$ cat config.mk
export PLATFORM = sky130hd
export DESIGN_NAME = power_down_mode_control
export DESIGN_NICKNAME = d
export VERILOG_FILES = /design/src/hdl/power_down_pkg.sv /design/src/hdl/power_down_mode_control.sv /design/src/hdl/module_clock_gate.sv
export SDC_FILE = /design/constraint.sdc
export NUM_CORES = 1
export LEC_CHECK = 0
export ABC_CLOCK_PERIOD_IN_PS = 1700
export BUFFER_PORTS_ARGS = -buffer_cell sky130_fd_sc_hd__buf_4
export CORE_MARGIN = 2
export CORE_UTILIZATION = 44
export DETAILED_ROUTE_END_ITERATION = 8
export PLACE_DENSITY = 0.87
export SKIP_CTS_REPAIR_TIMING = 1
export SLEW_MARGIN = 10
export SYNTH_ARGS = -nofsm -noshare
export SYNTH_HDL_FRONTEND = slang
export SYNTH_SLANG_ARGS = --single-unit
$ cat constraint.sdc
create_clock -name clk_sys -period 1.7 [get_ports clk_sys]
set_input_delay 0.085 -clock clk_sys [delete_from_list [all_inputs] [get_ports clk_sys]]
set_output_delay 0.085 -clock clk_sys [all_outputs]
set_load 0.1 [all_outputs]
$ cat src/hdl/power_down_pkg.sv
// Notes on behaviour
// sleep instruction picks sleep or standby
// power-down halts core and some peripherals
// realtime unit counts in standby if started
// timer runs in standby on realtime input
// state pins HH reset HL sleep LH standby
// wakeup low from accepted wakeup until watchdog
// power-on reset clears both control registers
// manual reset keeps both control registers
// crystal-keep bit keeps clock generator in standby
// reserved bits 6,5,3 read zero
// bit 2 stops timer unit clock
// bit 1 stops realtime bus clock only
// bit 0 stops serial interface clock
// stopped timer pins hold, serial pins reset
// sleep keeps peripherals and clock outputs running
// interrupt or reset leaves sleep mode
// standby stops all clocks inside chip; code keeps pulseGenRun with bit 4 and timerUnit on realtime input
// second register bits stop other peripherals
// clearing bit or reset restores clock
// hardware standby halts all until power-on; code keeps realtimeCountRun following realtimeStarted
// standby holds state, memory self-refresh
`default_nettype none
package power_down_pkg;
	localparam logic [31:0] STANDBY_CONTROL_ADDR        = 32'hFFFFFF82;
	localparam logic [31:0] STANDBY_CONTROL_SECOND_ADDR = 32'hFFFFFF88;
	localparam logic [7:0]  STANDBY_CONTROL_RESET       = 8'h00;
	localparam logic [7:0]  STANDBY_CONTROL_SECOND_RESET = 8'h00;
	localparam logic [7:0]  STANDBY_CONTROL_WMASK       = 8'h97;
	localparam int          STANDBY_SELECT_BIT          = 7;
	localparam int          CRYSTAL_KEEP_BIT            = 4;
	localparam int          TIMER_STOP_BIT              = 2;
	localparam int          REALTIME_STOP_BIT           = 1;
	localparam int          SERIAL_STOP_BIT             = 0;
	localparam int          GATE_COUNT                  = 9;

	typedef enum logic [1:0] {
		ST_RUN     = 2'b00,
		ST_SLEEP   = 2'b01,
		ST_STANDBY = 2'b11,
		ST_WAKING  = 2'b10
	} pd_state_e;

	// clock-enable bundle for every gated peripheral
	typedef struct packed {
		logic serialFifo;
		logic infrared;
		logic adc;
		logic dac;
		logic dma;
		logic breakUnit;
		logic serialIface;
		logic realtimeBus;
		logic timerUnit;
	} clock_gates_s;
endpackage : power_down_pkg
`default_nettype wire

$ cat src/hdl/power_down_mode_control.sv
`timescale 1ns/10ps
`default_nettype none
module power_down_mode_control
	import power_down_pkg::*;
(
	input  wire logic        clk_sys,
	input  wire logic        rst,
	input  wire logic        manualReset,
	input  wire logic [31:0] regAddr,
	input  wire logic [7:0]  regWrData,
	input  wire logic        regWrite,
	input  wire logic        regRead,
	output logic      [7:0]  regRdData,
	input  wire logic        sleepExec,
	input  wire logic        intAccepted,
	input  wire logic        wakeupAccepted,
	input  wire logic        watchdogOverflow,
	input  wire logic        realtimeStarted,
	input  wire logic        timerFromRealtime,
	input  wire logic        hw_standby_request_pin_n,
	output logic             proc_state_hi,
	output logic             proc_state_lo,
	output logic             wakeup_n,
	output logic             coreRun,
	output logic             pulseGenRun,
	output logic             clockOutRun,
	output logic             memSelfRefresh,
	output logic             realtimeCountRun,
	output logic             timerPinsHold,
	output logic             serialPinsReset,
	output clock_gates_s     gates
);

	// pin synchroniser for hardware standby request
	logic hwReqMeta;
	logic hwReqSync;
	always_ff @(posedge clk_sys) begin
		hwReqMeta <= ~hw_standby_request_pin_n;
		hwReqSync <= hwReqMeta;
	end

	// control registers; only power-on reset clears them
	logic [7:0] standby_control;
	logic [7:0] standby_control_second;
	logic [7:0] next_standby_control;
	logic [7:0] next_standby_control_second;
	logic       hitFirst;
	logic       hitSecond;
	assign hitFirst  = regAddr == STANDBY_CONTROL_ADDR;
	assign hitSecond = regAddr == STANDBY_CONTROL_SECOND_ADDR;

	always_comb begin
		next_standby_control        = standby_control;
		next_standby_control_second = standby_control_second;
		if (regWrite && hitFirst) begin
			next_standby_control = regWrData & STANDBY_CONTROL_WMASK;
		end
		if (regWrite && hitSecond) begin
			next_standby_control_second = regWrData;
		end
	end
	always_ff @(posedge clk_sys) begin
		if (rst) begin
			standby_control        <= STANDBY_CONTROL_RESET;
			standby_control_second <= STANDBY_CONTROL_SECOND_RESET;
		end else begin
			// manualReset deliberately not used here
			standby_control        <= next_standby_control;
			standby_control_second <= next_standby_control_second;
		end
	end

	// read port; unmapped addresses read zero
	logic [7:0] next_regRdData;
	always_comb begin
		next_regRdData = 8'h00;
		if (regRead && hitFirst) begin
			next_regRdData = standby_control;
		end else if (regRead && hitSecond) begin
			next_regRdData = standby_control_second;
		end
	end
	always_ff @(posedge clk_sys) begin
		if (rst) begin
			regRdData <= 8'h00;
		end else begin
			regRdData <= next_regRdData;
		end
	end

	// power-down state machine
	pd_state_e state;
	pd_state_e next_state;
	logic      hwStandby;
	logic      next_hwStandby;
	always_comb begin
		next_state     = state;
		next_hwStandby = hwStandby | hwReqSync;
		unique case (state)
			ST_RUN: begin
				if (sleepExec) begin
					if (standby_control[STANDBY_SELECT_BIT]) begin
						next_state = ST_STANDBY;
					end else begin
						next_state = ST_SLEEP;
					end
				end
			end
			ST_SLEEP: begin
				if (intAccepted) begin
					next_state = ST_RUN;
				end
			end
			ST_STANDBY: begin
				if (wakeupAccepted) begin
					next_state = ST_WAKING;
				end
			end
			ST_WAKING: begin
				if (watchdogOverflow) begin
					next_state = ST_RUN;
				end
			end
		endcase
		if (manualReset) begin
			next_state = ST_RUN;
		end
	end
	always_ff @(posedge clk_sys) begin
		if (rst) begin
			state     <= ST_RUN;
			hwStandby <= 1'b0;
		end else begin
			state     <= next_state;
			hwStandby <= next_hwStandby;
		end
	end

	// derived domain controls
	logic inStandby;
	logic inSleep;
	logic periphRun;
	assign inStandby = (state == ST_STANDBY) || (state == ST_WAKING);
	assign inSleep   = state == ST_SLEEP;
	assign periphRun = ~inStandby & ~hwStandby & ~rst;

	always_comb begin
		coreRun          = (state == ST_RUN) & ~hwStandby & ~rst;
		clockOutRun      = ~inStandby & ~hwStandby;
		pulseGenRun      = ~hwStandby &
			(~inStandby | standby_control[CRYSTAL_KEEP_BIT]);
		memSelfRefresh   = inStandby | hwStandby;
		realtimeCountRun = realtimeStarted;
		timerPinsHold    = standby_control[TIMER_STOP_BIT];
		serialPinsReset  = standby_control[SERIAL_STOP_BIT];
	end

	// state pins: reset HH, sleep HL, standby LH, run LL
	always_comb begin
		proc_state_hi = rst | manualReset | (inSleep & ~hwStandby);
		proc_state_lo = rst | manualReset | inStandby | hwStandby;
		wakeup_n      = ~(state == ST_WAKING);
	end

	// per-module clock gates
	logic [GATE_COUNT-1:0] stopBits;
	logic [GATE_COUNT-1:0] runBits;
	logic [GATE_COUNT-1:0] gateOut;
	logic                  timerRun;
	assign timerRun = periphRun | (inStandby & ~hwStandby & timerFromRealtime
		& realtimeStarted);
	assign stopBits = {standby_control_second[1:0],
		standby_control_second[2], standby_control_second[3],
		standby_control_second[4], standby_control_second[5],
		standby_control[SERIAL_STOP_BIT], standby_control[REALTIME_STOP_BIT],
		standby_control[TIMER_STOP_BIT]};
	assign runBits = {{(GATE_COUNT-1){periphRun}}, timerRun};

	genvar gi;
	generate
		for (gi = 0; gi < GATE_COUNT; gi++) begin : g_gate
			module_clock_gate u_gate (
				.clk_sys   (clk_sys),
				.stopBit   (stopBits[gi]),
				.domainRun (runBits[gi]),
				.gateEnable(gateOut[gi])
			);
		end
	endgenerate
	assign gates = clock_gates_s'(gateOut);
endmodule : power_down_mode_control
`default_nettype wire

$ cat src/hdl/module_clock_gate.sv
`timescale 1ns/10ps
`default_nettype none
module module_clock_gate
	import power_down_pkg::*;
(
	input  wire logic clk_sys,
	input  wire logic stopBit,
	input  wire logic domainRun,
	output logic      gateEnable
);
	// gate is a registered enable; stop bit cleared restores supply while domainRun is high
	logic next_gateEnable;
	always_comb begin
		next_gateEnable = domainRun & ~stopBit;
	end
	always_ff @(posedge clk_sys) begin
		gateEnable <= next_gateEnable;
	end
endmodule : module_clock_gate
`default_nettype wire

**Yosys cells after proc, flatten, opt, wreduce, memory -nomap -nowiden**

Cells that the tools add are included.

- Register bits: 35
- Latch bits: 0
- Bits in writable memories: 0
- ROM bits: 0
- Input port bits: 52
- Logic and storage cells: 84
- Memories kept: 0

- $add $sub $neg: 0
- Multiply operators: 0
- Divide/modulo/power cells: 0
- Magnitude comparators: 0
- Equal/unequal tests: 9
- Shifts and indexed selects: 0
- Multiplexer cells: 8
- Bitwise gates (word level): 41
- Reductions and logical operators: 9

Operators with widths:

| cell | count |
|---|---|
| 32-bit equality test, second input constant | 2 |
| 1-bit bitwise AND | 18 |
| 8-bit 2-to-1 mux | 2 |
| 1-bit inverter | 15 |
| 2-bit 2-to-1 mux | 5 |
| 2-bit != test, second input constant | 4 |
| 1-bit OR | 8 |
| 2-bit one-hot mux with 4 select lines | 1 |
| 2-bit equality test, second input constant | 2 |
| 1-bit logical AND | 4 |
| 4-bit AND reduction | 1 |
| 3-bit OR reduction | 1 |
| 2-bit by 1-bit equality test with 1-bit output, second input constant | 1 |
| 2-bit zero test | 1 |
| 2-bit OR reduction | 1 |
| 1-bit logical OR | 1 |

**Longest topological paths before layout**

Gate-level depths: netlist of run 1.

- Depth in word-level cells: 7
- Mapped depth: 5

**Modules after synthesis**

From an unflattened synthesis of run 1, not the netlist that was laid out.

- Cells, all modules: 148
- Area total of the unflattened synthesis: 1492.7 µm²

Modules (own cells, without submodules):

| module | times used | cells each | area each (µm²) |
|---|---|---|---|
| power_down_mode_control | 1 | 130 | 1188.6 |
| module_clock_gate | 9 | 2 | 33.8 |

**Worst setup path after synthesis of run 1**

Ideal clock, no wire load.

- Path type: reg2out
- Start: register state[1]
- End: output port memSelfRefresh
- Arrival: 2.733 ns
- Required time: 1.615 ns
- Path slack: -1.118 ns
- Stages on the path, launching flop included: 4
- Path buffers: 1
- Cell sequence: dfxtp_1 clkbuf_1 nor2_1 inv_1

- Cells in the longest elaborated chain, start to end: 3
- Elaborated cells on any way between the ends: 4

RTL lines:

| item | RTL line | RTL |
|---|---|---|
| from (decl) | power_down_mode_control.sv:92 | `pd_state_e state;` |
| from (signal assigned) | power_down_mode_control.sv:134 | `state <= next_state;` |
| 2-bit equality test | power_down_mode_control.sv:143 | `assign inStandby = (state == ST_STANDBY) \|\| (state == ST_WAKING);` |
| 1-bit logical OR (*) | power_down_mode_control.sv:143 |  |
| 1-bit OR (*) | power_down_mode_control.sv:152 | `memSelfRefresh = inStandby \| hwStandby;` |
| to (decl) | power_down_mode_control.sv:27 | `output logic memSelfRefresh,` |

Mark *: on every way between the ends. The rest lies on a longest branch, timed or not.

**Worst setup path after layout of run 1**

- Start: register state[1]
- End: output port proc_state_lo

- Cells in the longest elaborated chain, start to end: 4
- Elaborated cells on any way between the ends: 5

RTL lines:

| item | RTL line | RTL |
|---|---|---|
| 2-bit equality test | power_down_mode_control.sv:143 |  |
| 1-bit logical OR (*) | power_down_mode_control.sv:143 |  |
| 1-bit OR (*) (2 in a row) | power_down_mode_control.sv:161 | `proc_state_lo = rst \| manualReset \| inStandby \| hwStandby;` |
| to (decl) | power_down_mode_control.sv:22 | `output logic proc_state_lo,` |

Marks and branches as above.

==> results of run 1 <==
[final cells by class]
type / count / area share, %
Clock buffer: 5 / 1.71
Clock inverter: 3 / 0.682
Inverter: 4 / 0.682
Multi-Input combinational cell: 97 / 30.2
Sequential cell: 35 / 31.9
Tap cell: 44 / 2.50
Timing Repair Buffer: 90 / 32.3
[worst min-delay path, delay by kind of cell]
| family | cells | cell delay (ps) |
|---|---|---|
| buffers and inverters | 1 | 110 |
| multiplexers | 1 | 60 |
| AND/OR/NAND/NOR | 1 | 60 |
[per-stage QoR]
| step | hold WS (ps) | TNS, ps | utilization [%] | setup WS [ps] | cell area [um2] |
|---|---|---|---|---|---|
| finish | 9.52 | 0 | 70.9 | 99.9 | 2200 |
| detailed placement | 242 | 0 | 67.3 | 6.73 | 2090 |
| global placement | 237 | 0 | 67.3 | 53.1 | 2090 |
| CTS | -132 | -57.9 | 69.0 | -57.9 | 2140 |
| global route | 7.95 | 0 | 70.9 | 46.9 | 2200 |
| floorplan | 142 | -1.06 | - | -1.06 | 1480 |
[synthesized netlist by cell type (all sizes together)]
cell,number
a211o,1
a21oi,8
a31oi,1
and2,1
and3,3
and3b,2
and4,1
buf,12
clkbuf,5
dfxtp,35
inv,4
mux2i,13
nand2,1
nand2b,22
nand3,10
nand3b,1
nand4,7
nor2,13
nor2b,3
nor3,2
nor4,3
o22a,1
or2,2
or3,1
or4b,1
[cells in the final DEF (no fill, tap or decap), types with 2 or more instances in the layout]
cell	instances
sky130_fd_sc_hd__a21oi_1	7
sky130_fd_sc_hd__and3_1	3
sky130_fd_sc_hd__and3b_1	2
sky130_fd_sc_hd__buf_12	2
sky130_fd_sc_hd__buf_4	84
sky130_fd_sc_hd__clkbuf_4	5
sky130_fd_sc_hd__clkinv_2	3
sky130_fd_sc_hd__dfxtp_1	34
sky130_fd_sc_hd__dlygate4sd3_1	4
sky130_fd_sc_hd__inv_1	4
sky130_fd_sc_hd__mux2i_1	13
sky130_fd_sc_hd__nand2b_1	22
sky130_fd_sc_hd__nand3_1	10
sky130_fd_sc_hd__nand4_1	6
sky130_fd_sc_hd__nor2_1	11
sky130_fd_sc_hd__nor2_4	2
sky130_fd_sc_hd__nor2b_1	3
sky130_fd_sc_hd__nor3_1	2
sky130_fd_sc_hd__nor4_1	2
[final timing paths]
check | from | endpoint | depth (start not counted)
setup / recovery | state[1] | proc_state_lo | 3
hold / removal | regWrData[5] | standby_control_second[5] | 3
setup reg to reg | state[1] | g_gate[8].u_gate.gateEnable | 3
hold reg to reg | hwReqMeta | hwReqSync | 0
[power breakdown]
part           internal, mW  switching, mW  leakage, nW
sequential            0.840        0.00814        0.287
combinational         0.151          0.259        0.706
clock                 0.153          0.269       0.0347
[flip-flops by register name (all words and copies together), names as in the netlist]
| signal | count |
|---|---|
| g_gate.u_gate.gateEnable | 9 |
| hwReqMeta | 1 |
| hwReqSync | 1 |
| hwStandby | 1 |
| regRdData | 8 |
| standby_control | 5 |
| standby_control_second | 8 |
| state | 2 |
[cell families (layout without fill, tap and decap cells)]
group,after synthesis,after routing,synth area share [%]
buffers and inverters,21,102,8.55
AO/OA/AOI/OAI,11,11,4.36
AND/OR/NAND/NOR,73,73,30.3
multiplexers,13,13,8.89
flip-flops,35,35,47.9
[metal layers]
| metal | GRT usage (%) | vias to the layer above | wire (um) |
|---|---|---|---|
| li1 | - | 671 | - |
| met5 | 0 | - | 0 |
| met4 | 9.12 | 0 | 65 |
| met2 | 33.2 | 61 | 1840 |
| met3 | 6.30 | 6 | 244 |
| met1 | 20.4 | 622 | 1290 |
==> results.yml, run 1 <==
status:
  run_status: "finished clean"
setup_path:
  slowest_stage: "sky130_fd_sc_hd__or3_4"
  timing.reg2reg.setup_slack_ps: 610
  setup.worst_path.end_class: "output port"
  crit_path_start_kind: "flop"
  worst_path_dominant_cell_family: "simple AND/OR/NAND/NOR gates"
  worstPathArrival_ps: 1520
  cp.required_ps: 1620
  critical-path-max-stage-delay_ps: 410
  worstSetupPathType: "reg -> out"
  worstPathCellList: "or3_4, or2_4, buf_12"
  buffering_stage_count_on_the_worst_path_with_inverters_included: 1
  crit_path_max_fanout: 3
placement:
  placed_cells: 266
  port-buffer-count: 78
  post-dp-hpwl_um: 2580
  gp_congestion: 0.775
clocking:
  cts.path.max_buffers: 2
  clock_insertion_delay_worst_skew_ps: 350
  cts_tree: "done"
  tritoncts_num_sinks: 35
  htreeDepth: 2
  cts-buffers-inserted: 5
  clk_root_buffer_cell: "sky130_fd_sc_hd__clkbuf_4"
  clk_pin_slew_ps: 100
floorplanning:
  die-height_um: 61.7
  design.core.area_um2: 3100
  die-area_um2: 3800
  boundaryPins: 79
  initial_core_utilization_pct: 47.2
  die_x_um: 61.7
  std_cell_rows: 20
sta:
  final-setup-viol-count: 0
  fin_crit_sh_pct: 94.1
  relSlewSlack_pct: 80.5
  drv_slew: 0
  max_freq_mhz: 625
  clock-skew-final_ps: 6.14
  hold_violations: 0
  layout_min_cycle_time_ps: 1600
  worst_slew_pin_slew_ps: 293
  unrepaired_setup_endpoints_after_global_routing: "false"
global_route:
  globalRouteOverflowTotal: 0
  grt_first_pass_wirelength_um: 5060
  grt_pass1_vias: 1205
  grt_max_degree: 30
  grt.total_usage_pct: 19.0
  antenna_found_initial: 0
logic_synthesis:
  netlist_area_um2: 1460
  postSynthNetCount: 205
  syn_avg_cell_area_um2: 9.57
  post_synthesis_cell_count: 153
  synth_seq_area_share_pct: 47.9
  synth-warning-count: 0
  yosys.area.top_type: "sky130_fd_sc_hd__dfxtp_1"
  yosys-top-cells-area: "sky130_fd_sc_hd__dfxtp_1 (48%), sky130_fd_sc_hd__nand2b_1 (9.4%), sky130_fd_sc_hd__mux2i_1 (8.9%), sky130_fd_sc_hd__buf_4 (5.1%), sky130_fd_sc_hd__nand3_1 (3.4%)"
  yosys.area.top_type_share_pct: 47.9
  synth_cell_type_count: 29
  synth_seq_cells: 35
final_layout:
  layout.nets: 285
  area.growth.synth_to_final_pct: 50.3
  antenna_fix_cells: 0
  instances_no_fill: 278
  combined_area_of_the_multi_input_logic_cells_um2: 666
  drive_gt1_share_pct: 44.9
  sequential_cell_area_um2: 702
  final.fill_count: 260
route:
  detail_route.iter0.violations: 47
  ant_nets: 0
  drt_pass1_iterations: 4
  drc: 0
  route.vias.total: 1360
  via_per_inst: 4.89
  drt_wl_total_um: 3440
  route.detailed.wl_per_inst_um: 12.4
min_path:
  hp-class: "in -> reg"
power_and_ir_drop:
  max-vdd-ir-drop_mv: 0.362
  report.power.total_mw: 1.68
  power.density_nw_per_um2: 764
  power.leakage_nw: 1.03
run:
  maxCapViolations: 0
Power figures use the tool's default switching activity.
==> inputs of run 2 (changes only) <==
HOLD_SLACK_MARGIN = 0.08   (was default)
==> results.yml, run 2 (synthesized netlist as in run 1, its figures left out) <==
sta:
  layout_min_cycle_time_ps: 1600
  clock-skew-final_ps: 3.90
  unrepaired_setup_endpoints_after_global_routing: "false"
  max_freq_mhz: 625
  worst_slew_pin_slew_ps: 286
  setup_slack_ps: 99.0
  relSlewSlack_pct: 80.9
  final-setup-viol-count: 0
  hold_violations: 0
  fin_crit_sh_pct: 94.2
  drv_slew: 0
final_layout:
  layout.cells.most_common_list: "sky130_fd_sc_hd__buf_4 (84), sky130_fd_sc_hd__dfxtp_1 (34), sky130_fd_sc_hd__nand2b_1 (22)"
  sequential_cell_area_um2: 702
  drive_gt1_share_pct: 43.2
  area.growth.synth_to_final_pct: 56.5
  largest-register: "g_gate.u_gate.gateEnable"
  largest_register_ffs: 9
  final.fill_count: 248
  combined_area_of_the_multi_input_logic_cells_um2: 666
  layout.nets: 294
  antenna_fix_cells: 0
  reg_top3: "g_gate.u_gate.gateEnable x9, regRdData x8, standby_control_second x8"
  most_common_cell_after_layout_fill_and_taps_aside: "sky130_fd_sc_hd__buf_4"
global_route:
  grt.total_usage_pct: 19.0
  grt_first_pass_wirelength_um: 5060
  grt_pass1_vias: 1205
  grt_max_degree: 30
  antenna_found_initial: 0
  globalRouteOverflowTotal: 0
clocking:
  clk_pin_slew_ps: 100
  cts.path.max_buffers: 2
  cts-buffers-inserted: 5
  clock_insertion_delay_worst_skew_ps: 340
  clk_root_buffer_cell: "sky130_fd_sc_hd__clkbuf_4"
  cts_tree: "done"
  tritoncts_num_sinks: 35
  htreeDepth: 2
setup_path:
  slowest_stage: "sky130_fd_sc_hd__or3_4"
  worstPathCellList: "or3_4, or2_4, buf_12"
  worstPathArrival_ps: 1520
  crit_path_max_fanout: 3
  worstSetupPathType: "reg -> out"
  cp.required_ps: 1620
  setup.worst_path.end_class: "output port"
  crit_path_start_kind: "flop"
  timing.reg2reg.setup_slack_ps: 180
  critical-path-max-stage-delay_ps: 420
placement:
  gp_congestion: 0.775
  pre_cts_slack_ps: 6.73
  port-buffer-count: 78
  post-dp-hpwl_um: 2580
route:
  drt_pass1_iterations: 5
  detail_route.iter0.violations: 69
  via_per_inst: 4.89
  drt_wl_total_um: 3620
  ant_nets: 0
  drc: 0
  route.detailed.wl_per_inst_um: 12.6
  route.vias.total: 1403
floorplanning:
  die_x_um: 61.7
  std_cell_rows: 20
  boundaryPins: 79
  design.core.area_um2: 3100
  die-height_um: 61.7
  initial_core_utilization_pct: 47.2
  die-area_um2: 3800
run:
  maxCapViolations: 0
status:
  run_status: "finished clean"
power_and_ir_drop:
  max-vdd-ir-drop_mv: 0.375
  power.density_nw_per_um2: 743
  power.leakage_nw: 1.07
  report.power.total_mw: 1.70
min_path:
  hp-class: "in -> reg"
run 2: layout make-up:
type                            count  area share (%)
Tap cell                           44            2.40
Clock buffer                        5            1.64
Multi-Input combinational cell     97            29.1
Timing Repair Buffer               99            35.0
Inverter                            4           0.655
Clock inverter                      3           0.655
Sequential cell                    35            30.6
run 2: power by group:
part | internal (mW) | leakage (nW) | switching [mW]
Clock | 0.154 | 0.0347 | 0.275
Sequential | 0.840 | 0.287 | 0.00826
Combinational | 0.163 | 0.746 | 0.263
Total | 1.16 | 1.07 | 0.546
run 2: worst max-delay path, delay by kind of cell, from the launching register on:
family | cells | cell delay, ps
flops | 1 | 340
simple gates | 2 | 670
buf+inv | 1 | 160
run 2: metal layers:
layer,wire (um),global-route usage [%],vias to the layer above,share of wire (%)
li1,-,-,688,-
met1,1380,20.4,649,38
met2,1930,33.2,60,53
met3,235,6.30,6,6.5
met4,65,9.12,0,1.8
met5,0,0,-,0
run 2: worst paths after layout:
kind	from	endpoint	depth (start not counted)
setup / recovery	state[1]	proc_state_lo	3
setup reg to reg	state[0]	state[1]	3
hold / removal	realtimeStarted	g_gate[0].u_gate.gateEnable	3
hold reg to reg	hwReqMeta	hwReqSync	0
run 2: per-stage QoR:
step	utilization, %	instances	hold slack [ps]	setup TNS (ps)	area [um2]
after CTS	69.0	274	-132	-57.9	2140
after global routing	73.8	287	95.9	0	2290
final	73.8	287	56.4	0	2290
after global placement	67.3	266	237	0	2090
after detailed placement	67.3	266	242	0	2090
after floorplan	-	153	142	-1.06	1480
==> inputs of run 3 (changes only) <==
CORE_UTILIZATION = 30   (was 44)
PLACE_DENSITY = 0.65   (was 0.87)
==> results.yml, run 3 (synthesized netlist as in run 1, its figures left out) <==
setup_path:
  worstSetupPathType: "reg -> out"
  slowest_stage: "sky130_fd_sc_hd__or3_1"
  worstPathCellList: "or3_1, or2_2, buf_4"
  worstPathArrival_ps: 1560
  r2r-start: "state[1]"
  reg2reg_depth: 3
  cp.required_ps: 1620
  crit_path_max_fanout: 3
  setup.worst_path.end_class: "output port"
  timing.reg2reg.setup_slack_ps: 600
  worstReg2RegEnd: "g_gate[5].u_gate.gateEnable"
  critical-path-max-stage-delay_ps: 440
  crit_path_start_kind: "flop"
power_and_ir_drop:
  power.density_nw_per_um2: 801
  switchingPower_mw: 0.516
  max-vdd-ir-drop_mv: 0.271
  netSwitchingFraction_pct: 29.1
  combPwrFrac_pct: 22.7
  power.leakage_nw: 1.02
  seqPwrFrac_pct: 47.8
  p_clk_share_pct: 29.5
  power.internal_mw: 1.26
global_route:
  grt_pass1_vias: 1155
  grt_first_pass_wirelength_um: 5100
  grt_max_degree: 30
  grt.total_usage_pct: 12.7
  globalRouteOverflowTotal: 0
  antenna_found_initial: 0
floorplanning:
  initial_core_utilization_pct: 31.0
  design.core.area_um2: 4720
  die-area_um2: 5450
  boundaryPins: 79
  die_x_um: 73.9
  die-height_um: 73.9
  std_cell_rows: 25
sta:
  fin_crit_sh_pct: 96.7
  clock-skew-final_ps: 3.40
  layout_min_cycle_time_ps: 1640
  worst_slew_pin_slew_ps: 286
  max_freq_mhz: 608
  final-setup-viol-count: 0
  setup_slack_ps: 56.6
  drv_slew: 0
  hold_violations: 0
  relSlewSlack_pct: 80.9
  unrepaired_setup_endpoints_after_global_routing: "false"
final_layout:
  final.fill_count: 468
  layout.cells.most_common_list: "sky130_fd_sc_hd__buf_4 (87), sky130_fd_sc_hd__dfxtp_1 (35), sky130_fd_sc_hd__nand2b_1 (22)"
  antenna_fix_cells: 0
  area.growth.synth_to_final_pct: 51.2
  sequential_cell_area_um2: 701
  utilization_pct: 46.9
  largest_register_ffs: 9
  reg_top3: "g_gate.u_gate.gateEnable x9, regRdData x8, standby_control_second x8"
  largest-register: "g_gate.u_gate.gateEnable"
  layout.nets: 285
  drive_gt1_share_pct: 43.5
  combined_area_of_the_multi_input_logic_cells_um2: 658
  most_common_cell_after_layout_fill_and_taps_aside: "sky130_fd_sc_hd__buf_4"
clocking:
  clk_root_buffer_cell: "sky130_fd_sc_hd__clkbuf_8"
  clock_insertion_delay_worst_skew_ps: 280
  htreeDepth: 2
  cts.path.max_buffers: 2
  tritoncts_num_sinks: 35
  cts-buffers-inserted: 5
  cts_tree: "done"
  clk_pin_slew_ps: 60
route:
  via_per_inst: 4.44
  ant_nets: 0
  drt_pass1_iterations: 4
  route.vias.total: 1328
  detail_route.iter0.violations: 37
  route.detailed.wl_per_inst_um: 11.5
  drc: 0
  drt_wl_total_um: 3420
status:
  run_status: "finished clean"
placement:
  port-buffer-count: 78
  post-dp-hpwl_um: 2600
  gp_congestion: 0.758
  pre_cts_slack_ps: -18.2
min_path:
  hp-class: "in -> reg"
  hold_path_depth: 3
  holdPathEnd: "state[0]"
  holdCritStartpoint: "wakeupAccepted"
run:
  maxCapViolations: 0
-- run 3: how the worst max path moves through the flow --
stage / from / endpoint / slack (ps) / cells past startpoint
2_1_floorplan: state[1] / memSelfRefresh / -1 / 3
3_3_place_gp: regAddr[2] / standby_control_second[3] / 40 / 6
3_5_place_dp: regAddr[2] / standby_control_second[2] / -20 / 6
4_1_cts: state[1] / proc_state_lo / 50 / 3
5_1_grt: state[1] / proc_state_lo / 10 / 3
6_report: state[1] / proc_state_lo / 60 / 3
-- run 3: power by group through the flow --
stage | sequential [mW] | clock [mW] | combinational [mW]
final | 0.848 | 0.523 | 0.402
after global routing | 0.849 | 0.575 | 0.421
after CTS | 0.848 | 0.538 | 0.399
after detailed placement | 0.866 | 0 | 0.399
after global placement | 0.866 | 0 | 0.396
after floorplan | 0.866 | 0 | 0.269
-- run 3: final cells by class --
cell class	instances	share of cell area, %
Sequential cell	35	31.7
Multi-Input combinational cell	97	29.7
Clock buffer	6	3.28
Tap cell	67	3.79
Timing Repair Buffer	90	30.9
Inverter	4	0.678
-- run 3: worst max-delay path: cells and delay by family, from the launching register on --
family | cells | cell delay, ps
buffers and inverters | 1 | 240
DFF | 1 | 310
and+or+nand+nor | 2 | 740
-- run 3: routing by layer --
layer,vias up,part of all wire (%),track usage (%)
met3,5,6.9,4.94
met5,-,0,0
met1,598,43,14.5
met4,0,2.2,6.46
met2,56,48,20.4
li1,669,-,-
-- run 3: through the flow --
stage	hold WS (ps)	cells	power [mW]	area [um2]	setup TNS [ps]
6_report	85.7	299	1.77	2210	0
5_1_grt	87.8	299	1.85	2210	0
4_1_cts	-55.5	296	1.79	2180	0
3_5_place_dp	239	290	1.26	2110	-38.2
3_3_place_gp	235	290	1.26	2110	0
2_1_floorplan	142	153	1.14	1480	-1.06
